--- src/spl_defs.svh ---
// Purpose: Constants for the sensor port line control block.
// Assumes: 125 MHz clock, 8-bit registers on a plain strobe port.
// Notes: Times are kept in their own unit; cycle counts derive from them.
`ifndef SPL_DEFS_SVH
`define SPL_DEFS_SVH

// ----------------------------------------------------------------------------
// Clock and timing
// ----------------------------------------------------------------------------
`define SPL_CLK_MHZ 125
`define SPL_FAULT_MIN_US 160
`define SPL_SHUTOFF_US 240
`define SPL_RETRY_ON_US 350
`define SPL_RETRY_PERIOD_MS 26
`define SPL_FAULT_CYC (`SPL_FAULT_MIN_US * `SPL_CLK_MHZ)
`define SPL_SHUTOFF_CYC (`SPL_SHUTOFF_US * `SPL_CLK_MHZ)
`define SPL_RETRY_ON_CYC (`SPL_RETRY_ON_US * `SPL_CLK_MHZ)
`define SPL_RETRY_PERIOD_CYC (`SPL_RETRY_PERIOD_MS * 1000 * `SPL_CLK_MHZ)

// ----------------------------------------------------------------------------
// Register offsets
// ----------------------------------------------------------------------------
`define SPL_ADDR_STATUS 2'h0
`define SPL_ADDR_LINECFG 2'h1
`define SPL_ADDR_AUXCFG 2'h2
`define SPL_ADDR_MODE 2'h3

// ----------------------------------------------------------------------------
// Status fields
// ----------------------------------------------------------------------------
`define SPL_ST_AUXLVL 5
`define SPL_ST_LINELVL 4
`define SPL_ST_FAULTIRQ 3
`define SPL_ST_REG33IRQ 2
`define SPL_ST_MAINIRQ 1
`define SPL_ST_HEATIRQ 0

// ----------------------------------------------------------------------------
// Line configuration fields
// ----------------------------------------------------------------------------
`define SPL_LC_FILTER 7
`define SPL_LC_FASTEDGE 6
`define SPL_LC_HIGHSIDE 5
`define SPL_LC_PUSHPULL 4
`define SPL_LC_DRVEN 3
`define SPL_LC_LEVEL 2
`define SPL_LC_RECEIVE_OUTPUT_DISABLE 1
`define SPL_LC_SINK 0
`define SPL_LC_RESET 8'h00

// ----------------------------------------------------------------------------
// Aux configuration and mode fields
// ----------------------------------------------------------------------------
`define SPL_AC_AUXOFF 1
`define SPL_AC_AUXSINK 0
`define SPL_AC_MASK 8'h03
`define SPL_MD_WAKE 6
`define SPL_MD_FAULT 4
`define SPL_MD_MAINLOW 3
`define SPL_MD_HEAT 2
`define SPL_MD_REG33MON 1
`define SPL_MD_REG33OFF 0
`define SPL_MD_WMASK 8'h43

`endif

--- src/spl_pkg.sv ---
// Purpose: Types for the sensor port line control block.
// Assumes: Constants come from spl_defs.svh.
// Notes: Structs group the supply and driver signals.
package spl_pkg;

  typedef struct packed {
    logic mainLow;
    logic logic5Low;
    logic ifaceLow;
    logic reg33Low;
  } spl_supply_t;

  typedef struct packed {
    logic enable;
    logic highDrive;
    logic lowDrive;
    logic fastEdge;
  } spl_drive_t;

  typedef enum logic [3:0] {
    SPL_F_IDLE = 4'b0001,
    SPL_F_ARMED = 4'b0010,
    SPL_F_OFF = 4'b0100,
    SPL_F_RETRY = 4'b1000
  } spl_fault_t;

endpackage

--- src/spl_interval.sv ---
// Purpose: Saturating interval timer that reports when a count elapses.
// Assumes: Synchronous active-low reset; start restarts the count.
// Notes: Used for overcurrent persistence, shutoff delay and retry timing.
`timescale 1ns/1ps
`default_nettype none
module spl_interval #(
  parameter int W = 22
) (
  input wire logic clk,
  input wire logic nrst,
  input wire logic start,
  input wire logic run,
  input wire logic [W-1:0] limit,
  output logic done
);

  logic [W-1:0] cnt_r;

  always_ff @(posedge clk) begin
    if (!nrst) begin
      cnt_r <= '0;
    end else if (start || !run) begin
      cnt_r <= '0;
    end else if (cnt_r != limit) begin
      cnt_r <= cnt_r + 1'b1;
    end
  end

  assign done = run && !start && (cnt_r == limit);

endmodule
`default_nettype wire

--- src/spl_line_ctrl.sv ---
// Purpose: Control and supervision of a 24V single-wire sensor port line.
// Assumes: All inputs synchronous to clk; analog monitors arrive as levels.
// Notes: Registers sit on a strobe port; read data stand one cycle later.
//
// Local design decisions: strobed register access and the placing of the registers.
`timescale 1ns/1ps
`default_nettype none
`include "spl_defs.svh"
module spl_line_ctrl #(
  parameter int FAULT_CYC = `SPL_FAULT_CYC,
  parameter int SHUTOFF_CYC = `SPL_SHUTOFF_CYC,
  parameter int RETRY_ON_CYC = `SPL_RETRY_ON_CYC,
  parameter int RETRY_PERIOD_CYC = `SPL_RETRY_PERIOD_CYC
) (
  input wire logic clk,
  input wire logic nrst,
  input wire logic [1:0] regAddr,
  input wire logic [7:0] regWdata,
  input wire logic regWr,
  input wire logic regRd,
  output logic [7:0] regRdata,
  input wire logic tx_enable_pin,
  input wire logic tx_comm_input,
  input wire logic tx_level_input,
  input wire logic wakeup_enable_pin,
  input wire spl_pkg::spl_supply_t supplyLow,
  input wire logic overCurrent,
  input wire logic lineBelowLow,
  input wire logic lineAboveHigh,
  input wire logic aux_input,
  input wire logic tempWarnHigh,
  input wire logic tempWarnClear,
  input wire logic tempShutdown,
  output spl_pkg::spl_drive_t lineDrive,
  output logic rxOut,
  output logic auxOut,
  output logic filterCornerHigh,
  output logic lineSinkOn,
  output logic auxSinkOn,
  output logic reg33Off,
  output logic uvOut,
  output logic uvOe,
  output logic irqOut_n
);

  localparam int TW = 22;

  initial begin
    if (RETRY_PERIOD_CYC >= (1 << TW) || RETRY_PERIOD_CYC <= RETRY_ON_CYC ||
        SHUTOFF_CYC <= FAULT_CYC || FAULT_CYC < 1) begin
      $error("spl_line_ctrl: timing parameters out of range");
    end
  end

  // --------------------------------------------------------------------------
  // Registers
  // --------------------------------------------------------------------------
  logic [7:0] lineCfg_r;
  logic [7:0] auxCfg_r;
  logic sw_wakeup_enable_r;
  logic reg33_monitor_enable_r;
  logic reg33_disable_r;
  logic line_fault_flag_r;
  logic main_supply_low_flag_r;
  logic overheat_flag_r;
  logic line_fault_irq_flag_r;
  logic reg33_low_irq_flag_r;
  logic main_supply_low_irq_flag_r;
  logic overheat_irq_flag_r;
  logic [7:0] regRdata_r;
  logic powerGood_r;

  // Interface logic is down whenever the 5V or interface supply is low.
  logic logicDown;
  assign logicDown = supplyLow.logic5Low || supplyLow.ifaceLow;

  logic wrEn;
  logic rdEn;
  logic statusRead;
  assign wrEn = regWr && !logicDown;
  assign rdEn = regRd && !logicDown;
  assign statusRead = rdEn && (regAddr == `SPL_ADDR_STATUS);

  // Config contents survive other supply dips; only nrst clears them.
  always_ff @(posedge clk) begin
    if (!nrst) begin
      lineCfg_r <= `SPL_LC_RESET;
      auxCfg_r <= 8'h00;
      sw_wakeup_enable_r <= 1'b0;
      reg33_monitor_enable_r <= 1'b0;
      reg33_disable_r <= 1'b0;
    end else if (wrEn) begin
      case (regAddr)
        `SPL_ADDR_LINECFG: lineCfg_r <= regWdata;
        `SPL_ADDR_AUXCFG: auxCfg_r <= regWdata & `SPL_AC_MASK;
        `SPL_ADDR_MODE: begin
          sw_wakeup_enable_r <= regWdata[`SPL_MD_WAKE];
          reg33_monitor_enable_r <= regWdata[`SPL_MD_REG33MON];
          reg33_disable_r <= regWdata[`SPL_MD_REG33OFF];
        end
        default: ;
      endcase
    end
  end

  // --------------------------------------------------------------------------
  // Fault detection and autoretry
  // --------------------------------------------------------------------------
  spl_pkg::spl_fault_t fState_r;
  logic openDrain;
  logic drvReq;
  logic drvOn;
  logic voltFault;
  logic ocPersist;
  logic shutDone;
  logic retryWaitDone;
  logic retryOnDone;
  logic isShort_r;
  logic faultCond;

  assign openDrain = !lineCfg_r[`SPL_LC_PUSHPULL];
  // Voltage error: open-drain, driver off, line stuck between thresholds.
  assign voltFault = openDrain && !drvOn && !lineBelowLow && !lineAboveHigh;

  // Overcurrent must persist without break; any gap restarts the count.
  spl_interval #(.W(TW)) ocTimer (
    .clk(clk),
    .nrst(nrst),
    .start(1'b0),
    .run(overCurrent && drvOn),
    .limit(TW'(FAULT_CYC)),
    .done(ocPersist)
  );

  assign faultCond = ocPersist || voltFault;

  // Shutoff counts from the start of the condition, overcurrent or voltage.
  spl_interval #(.W(TW)) shutTimer (
    .clk(clk),
    .nrst(nrst),
    .start(1'b0),
    .run((overCurrent && drvOn) || voltFault),
    .limit(TW'(SHUTOFF_CYC)),
    .done(shutDone)
  );

  spl_interval #(.W(TW)) waitTimer (
    .clk(clk),
    .nrst(nrst),
    .start(1'b0),
    .run(fState_r == spl_pkg::SPL_F_OFF),
    .limit(TW'(RETRY_PERIOD_CYC - RETRY_ON_CYC)),
    .done(retryWaitDone)
  );

  spl_interval #(.W(TW)) onTimer (
    .clk(clk),
    .nrst(nrst),
    .start(1'b0),
    .run(fState_r == spl_pkg::SPL_F_RETRY),
    .limit(TW'(RETRY_ON_CYC)),
    .done(retryOnDone)
  );

  // Off and retry windows add to one 26ms cycle per attempt.
  always_ff @(posedge clk) begin
    if (!nrst) begin
      fState_r <= spl_pkg::SPL_F_IDLE;
      isShort_r <= 1'b0;
    end else begin
      case (fState_r)
        spl_pkg::SPL_F_IDLE: begin
          if (faultCond) begin
            fState_r <= spl_pkg::SPL_F_ARMED;
            isShort_r <= ocPersist;
          end
        end
        spl_pkg::SPL_F_ARMED: begin
          if (shutDone) begin
            fState_r <= isShort_r ? spl_pkg::SPL_F_OFF : spl_pkg::SPL_F_IDLE;
          end else if (!(overCurrent && drvOn) && !voltFault) begin
            fState_r <= spl_pkg::SPL_F_IDLE;
          end
        end
        spl_pkg::SPL_F_OFF: begin
          if (retryWaitDone) begin
            fState_r <= spl_pkg::SPL_F_RETRY;
          end
        end
        spl_pkg::SPL_F_RETRY: begin
          if (retryOnDone) begin
            fState_r <= overCurrent ? spl_pkg::SPL_F_OFF : spl_pkg::SPL_F_IDLE;
          end
        end
        default: fState_r <= spl_pkg::SPL_F_IDLE;
      endcase
    end
  end

  // --------------------------------------------------------------------------
  // Power-up gate and wake-up
  // --------------------------------------------------------------------------
  logic anyLow;
  assign anyLow = supplyLow.mainLow || logicDown || supplyLow.reg33Low;

  // Power good latches once every monitor is clear; indicator floats until.
  always_ff @(posedge clk) begin
    if (!nrst) begin
      powerGood_r <= 1'b0;
    end else if (!anyLow) begin
      powerGood_r <= 1'b1;
    end
  end

  logic wakeMode;
  logic txLow;
  logic wakeDrv;
  logic prevLine_r;
  logic wakeLevel_r;
  logic txLow_r;
  assign wakeMode = wakeup_enable_pin || sw_wakeup_enable_r;
  assign txLow = !(tx_comm_input && tx_level_input);
  assign wakeDrv = wakeMode && txLow;

  // Remember the line level; on the wake-up edge drive its opposite.
  always_ff @(posedge clk) begin
    if (!nrst) begin
      prevLine_r <= 1'b0;
      wakeLevel_r <= 1'b0;
      txLow_r <= 1'b0;
    end else begin
      txLow_r <= txLow;
      if (!txLow) begin
        prevLine_r <= lineAboveHigh;
      end
      if (txLow && !txLow_r) begin
        wakeLevel_r <= !prevLine_r;
      end
    end
  end

  // --------------------------------------------------------------------------
  // Driver outputs
  // --------------------------------------------------------------------------
  logic driveLevel;
  logic drvBlocked;
  logic bothRails;
  assign drvReq = tx_enable_pin || lineCfg_r[`SPL_LC_DRVEN] || wakeDrv;
  assign drvBlocked = !powerGood_r || supplyLow.mainLow || logicDown ||
                      tempShutdown ||
                      fState_r == spl_pkg::SPL_F_OFF;
  assign drvOn = drvReq && !drvBlocked;
  // The first wake-up cycle must not use a stale level, so it reads the line memory.
  assign driveLevel = wakeDrv ? (txLow_r ? wakeLevel_r : !prevLine_r) : txLow;
  // A wake-up pulse may need either rail, so it drives push-pull.
  assign bothRails = lineCfg_r[`SPL_LC_PUSHPULL] || wakeDrv;

  always_ff @(posedge clk) begin
    if (!nrst) begin
      lineDrive <= '0;
    end else begin
      lineDrive.enable <= drvOn;
      // Open-drain only drives its own rail; the other is left to the load.
      lineDrive.highDrive <= drvOn && driveLevel &&
                             (bothRails || lineCfg_r[`SPL_LC_HIGHSIDE]);
      lineDrive.lowDrive <= drvOn && !driveLevel &&
                            (bothRails || !lineCfg_r[`SPL_LC_HIGHSIDE]);
      lineDrive.fastEdge <= lineCfg_r[`SPL_LC_FASTEDGE];
    end
  end

  always_ff @(posedge clk) begin
    if (!nrst) begin
      rxOut <= 1'b1;
      auxOut <= 1'b1;
      filterCornerHigh <= 1'b0;
      lineSinkOn <= 1'b0;
      auxSinkOn <= 1'b0;
      reg33Off <= 1'b0;
    end else begin
      rxOut <= lineCfg_r[`SPL_LC_RECEIVE_OUTPUT_DISABLE] ? 1'b1 : lineBelowLow;
      auxOut <= auxCfg_r[`SPL_AC_AUXOFF] ? 1'b0 : !aux_input;
      filterCornerHigh <= lineCfg_r[`SPL_LC_FILTER];
      lineSinkOn <= lineCfg_r[`SPL_LC_SINK] && !drvOn && !tempShutdown;
      auxSinkOn <= auxCfg_r[`SPL_AC_AUXSINK] && !tempShutdown;
      reg33Off <= reg33_disable_r;
    end
  end

  // --------------------------------------------------------------------------
  // Flags and interrupt
  // --------------------------------------------------------------------------
  // A set in the same cycle as the status read wins, so no event is lost.
  always_ff @(posedge clk) begin
    if (!nrst) begin
      line_fault_flag_r <= 1'b0;
      main_supply_low_flag_r <= 1'b0;
      overheat_flag_r <= 1'b0;
    end else begin
      line_fault_flag_r <= faultCond || fState_r != spl_pkg::SPL_F_IDLE;
      main_supply_low_flag_r <= supplyLow.mainLow;
      if (tempWarnHigh) begin
        overheat_flag_r <= 1'b1;
      end else if (tempWarnClear) begin
        overheat_flag_r <= 1'b0;
      end
    end
  end

  always_ff @(posedge clk) begin
    if (!nrst) begin
      line_fault_irq_flag_r <= 1'b0;
      reg33_low_irq_flag_r <= 1'b0;
      main_supply_low_irq_flag_r <= 1'b0;
      overheat_irq_flag_r <= 1'b0;
    end else begin
      line_fault_irq_flag_r <= faultCond || (line_fault_irq_flag_r && !statusRead) ||
                               (statusRead && fState_r != spl_pkg::SPL_F_IDLE);
      reg33_low_irq_flag_r <= supplyLow.reg33Low || (reg33_low_irq_flag_r && !statusRead);
      main_supply_low_irq_flag_r <= supplyLow.mainLow ||
                                    (main_supply_low_irq_flag_r && !statusRead);
      overheat_irq_flag_r <= (tempWarnHigh && !overheat_flag_r) ||
                             (overheat_irq_flag_r && !statusRead);
    end
  end

  logic anyIrq;
  assign anyIrq = line_fault_irq_flag_r || reg33_low_irq_flag_r ||
                  main_supply_low_irq_flag_r || overheat_irq_flag_r;
  // Interrupt pin is not available while the logic supply is down.
  assign irqOut_n = logicDown ? 1'b1 : !anyIrq;

  // Indicator is open drain: oe high pulls it, low lets it float high.
  assign uvOut = 1'b0;
  assign uvOe = powerGood_r && !supplyLow.mainLow && !logicDown &&
                !(supplyLow.reg33Low && reg33_monitor_enable_r);

  // --------------------------------------------------------------------------
  // Read port
  // --------------------------------------------------------------------------
  always_ff @(posedge clk) begin
    if (!nrst) begin
      regRdata_r <= 8'h00;
    end else if (rdEn) begin
      case (regAddr)
        `SPL_ADDR_STATUS: regRdata_r <= {2'b00, !aux_input, lineBelowLow,
                                         line_fault_irq_flag_r, reg33_low_irq_flag_r,
                                         main_supply_low_irq_flag_r, overheat_irq_flag_r};
        `SPL_ADDR_LINECFG: regRdata_r <= lineCfg_r;
        `SPL_ADDR_AUXCFG: regRdata_r <= auxCfg_r;
        `SPL_ADDR_MODE: regRdata_r <= {1'b0, sw_wakeup_enable_r, 1'b0, line_fault_flag_r,
                                       main_supply_low_flag_r, overheat_flag_r,
                                       reg33_monitor_enable_r, reg33_disable_r};
        default: regRdata_r <= 8'h00;
      endcase
    end else begin
      regRdata_r <= 8'h00;
    end
  end
  assign regRdata = regRdata_r;

endmodule
`default_nettype wire

--- config.mk ---
export PLATFORM = sky130hd
export DESIGN_NAME = spl_line_ctrl
export DESIGN_NICKNAME = d
export VERILOG_FILES = /design/src/spl_pkg.sv /design/src/spl_interval.sv /design/src/spl_line_ctrl.sv
export VERILOG_INCLUDE_DIRS = /design/src
export SDC_FILE = /design/constraint.sdc
export NUM_CORES = 1
export LEC_CHECK = 0
export BUFFER_PORTS_ARGS = -buffer_cell sky130_fd_sc_hd__buf_4
export CORE_MARGIN = 2
export CORE_UTILIZATION = 45
export CTS_CLUSTER_DIAMETER = 200
export DETAILED_ROUTE_END_ITERATION = 8
export GPL_TIMING_DRIVEN = 0
export PLACE_DENSITY = 0.69
export SLEW_MARGIN = 20
export SYNTH_ARGS = -nofsm -noshare
export SYNTH_HDL_FRONTEND = slang
export SYNTH_HIERARCHICAL = 1
export SYNTH_SLANG_ARGS = --single-unit
--- constraint.sdc ---
create_clock -name clk -period 6.66 [get_ports clk]
set_clock_uncertainty 0.1 [all_clocks]
set_input_delay 0.999 -clock clk [delete_from_list [all_inputs] [get_ports clk]]
set_output_delay 0.999 -clock clk [all_outputs]
set_load 0.02 [all_outputs]
==> flow_metrics.tcl <==
set metrics [dict create \
    power.switching_mw 0.469 \
    netlist_instances 866 \
    fmax_mhz 299 \
    synth_edf_count 0 \
    p_leak_nw 3.39 \
    reg2reg_depth 10 \
    worst-path-max-fanout 5 \
    hp-start "powerGood_r" \
    cts_buffers 17 \
    grt_usage_pct 19.6 \
    cp-end-kind "register" \
    synthSimpleGateAreaFrac_pct 28.6 \
    r2r_slack_ns 3.75 \
    core_um2 16600 \
    holdPathStages 1 \
    yosys_warnings 6 \
    vias 6457 \
    powerDensity_nw_per_um2 206 \
    path_common_cell "a21oi_1" \
    p_int_mw 1.44 \
    timing.rr.end "fState_r[0]" \
    period_needed_ns 3.35 \
    synth_top_family_by_area "simple AND/OR/NAND/NOR gates" \
    drv_cap 0 \
    tightest_slew_ns 0.636 \
    synth_compound_area_share_pct 12.0 \
    die_y_um 134 \
    final-setup-viol-count 0 \
    synth_cell_types 63 \
    required_ns 6.88 \
    crit_buf_inv 1 \
    num_antenna_cells 0 \
    hold_slack_ns 0.369 \
    cp_slowest_cell "or4b_4" \
    drtAntennaViolNets 0 \
    seqPwrFrac_pct 43.0 \
    initial_core_util_pct 46.1 \
    crit_path_cell_trace "buf_4 > or4b_4 > nand2b_4 > nor4b_2 > or2_1 > nor3b_1 > nand4b_1 > a21oi_1 > a21oi_1 > a2bb2oi_1 > a21bo_1" \
    avgSynthCellArea_um2 8.84 \
    synth_area_leader_cell "dfxtp_1" \
    die_area_um2 18100 \
    synthMuxAreaShare_pct 4.14 \
    cts.clk_slew.worst_paths_ns 0.06 \
    critPathKind "in -> reg" \
    areaGrowthSynthToFinish_pct 21.2 \
    first_pass_iters 4 \
    cts-resized-gates 0 \
    pwr-share-clk_pct 51.3 \
    fin_tns_setup_ns 0 \
    finalHoldViolations 0 \
    io_pins 50 \
    synth_common_cells "dfxtp_1, xnor2_1, nor2_1, nand2_1, a21oi_1" \
    synth-xor-area-share_pct 15.1 \
    cts_sinks 135 \
    synthFlopType "dfxtp_1" \
    worst_path_largest_cell_delay_ns 0.54 \
    swShare_pct 24.6 \
    ys_ff_latch 135 \
    cp-start-kind "input port" \
    port_buffers 48 \
    grt_max_degree 17 \
    post_drt_wl_per_cell_um 13.4 \
    globalplace.congestion 0.834 \
    crit_arrival_ns 3.57 \
    cts_buffer_depth 2 \
    async_reset_ff_share_pct 0 \
    drive_gt1_share_pct 14.4 \
    yosys.area.top_type_share_pct 35.3 \
    vias_per_cell 5.10 \
    cts_hold_buf 0 \
    rsz0062_at_grt "no" \
    grt_pass1_wl_um 28700 \
    synth_fa_ha_area_share_pct 0.654 \
    ctsHtreeMaxLevel 4 \
    overflow 0 \
    std_cell_rows 47 \
    r2r_start "powerGood_r" \
    cts_tree "yes" \
    grt_pass1_vias 6036 \
    synth.most_common_cell "dfxtp_1" \
    hold_end "powerGood_r" \
    status "finished clean" \
    clk_root_buffer_cell "clkbuf_16" \
    hpwlAfterDp_um 12100 \
    yosysSeqAreaShare_pct 35.3 \
    cp_top_family "simple AND/OR/NAND/NOR gates" \
    postCtsSetupBuffers 0 \
    wl_um 17000 \
    finalCritPeriodShare_pct 50.3 \
    clk-insertion-delay-late_ns 0.43 \
    die_w_um 134 \
    max-slew-margin-rel_pct 57.6 \
    ir_drop_mv 0.199 \
    antenna_found_initial 0 \
    synth_area_um2 7650 \
    drt_iter0_drc 362 \
    slew_viol_final 0 \
    drc_errors 0 \
    worstSetupPathDepth 11 \
    hold_path_class "reg -> reg" \
    nNetsFinal 1065 \
    comb_power_share_pct 5.7 \
    synth_area_leaders "dfxtp_1, xnor2_1, nand4_1" \
]
[power by group through the flow]
stage / Clock, mW / Combinational [mW] / Sequential [mW]
floorplan: 0 / 0.0738 / 0.839
global placement: 0 / 0.105 / 0.839
detailed placement: 0 / 0.107 / 0.839
CTS: 0.999 / 0.107 / 0.821
global route: 1.04 / 0.120 / 0.821
finish: 0.978 / 0.108 / 0.821
[cell usage in the layout (no fill, tap or decap), drive strengths merged, types with 4 or more instances in the layout]
master and count:
nor3b 6, ha 4, a31o 4, buf 70, o31ai 8, or3 10
and3b 5, nand2b 13, a21oi 49, o21ai 11, nor3 15, nor2b 20
nand4b 5, o21a 7, o211ai 4, conb 101, and3 5, or4 8
nand3b 5, a211oi 17, inv 27, xnor2 132, a2111oi 4, clkbuf 36
o311ai 4, nor2 79, clkinv 6, dfxtp 135, nand4 60, a31oi 7
nand2 80, and2 13, mux2i 26, nand3 26, a21boi 5, o41ai 5
nor4 10
[area by class of cell]
type	instances	area, µm²
Fill cell	1535	7310
Multi-Input combinational cell	769	5010
Sequential cell	135	2700
Clock buffer	17	425
Timing Repair Buffer	48	360
Tap cell	220	275
Buffer	41	240
Clock inverter	15	188
Inverter	20	75.1
[kinds of logic after synthesis]
family / Yosys count
muxes: 29
adders and majority gates: 4
xor gates and xnor gates: 132
other: 2
buffers and inverters: 61
and+or+nand+nor: 367
DFF: 135
AOI/OAI and AO/OA: 136
[metrics by stage]
stage | utilization [%] | worst slack [ns] | std cells | area, µm² | total power [mW]
2_1_floorplan | - | 3.36 | 965 | 8020 | 0.912
3_3_place_gp | 52.2 | 2.87 | 1233 | 8660 | 0.944
3_5_place_dp | 52.2 | 2.88 | 1233 | 8660 | 0.945
4_1_cts | 55.9 | 3.37 | 1265 | 9270 | 1.93
5_1_grt | 55.9 | 3.22 | 1265 | 9270 | 1.98
6_report | 55.9 | 3.31 | 1265 | 9270 | 1.91
[state kept, by name, indices dropped and copies added, names as in the netlist, 2 cells and up]
register / count
auxCfg_r: 2
onTimer/cnt_r: 22
lineDrive: 4
shutTimer/cnt_r: 22
lineCfg_r: 8
waitTimer/cnt_r: 22
ocTimer/cnt_r: 22
regRdata: 8
fState_r: 4
[per-layer routing]
| metal | global-route usage, % | wire, µm | vias to the layer above |
|---|---|---|---|
| li1 | - | - | 3319 |
| met1 | 25.3 | 8030 | 3017 |
| met2 | 32.8 | 8240 | 101 |
| met3 | 4.27 | 533 | 20 |
| met4 | 6.02 | 192 | 0 |
| met5 | 0 | 0 | - |
[worst max path at each step]
stage / startpoint / slack (ns) / end
after floorplan: supplyLow[3] / 3.36 / fState_r[0]
after global routing: supplyLow[3] / 3.22 / fState_r[0]
after global placement: supplyLow[3] / 2.87 / fState_r[0]
after CTS: supplyLow[3] / 3.37 / fState_r[0]
final: supplyLow[3] / 3.31 / fState_r[0]
after detailed placement: supplyLow[3] / 2.88 / fState_r[0]
[worst reg2reg max path: cells and delay by family, from the launching register on]
family	cells	cell delay (ns)
AO/OA/AOI/OAI	4	0.56
AND/OR/NAND/NOR	6	1.82
flip-flops	1	0.33
Power figures use the tool's default switching activity.
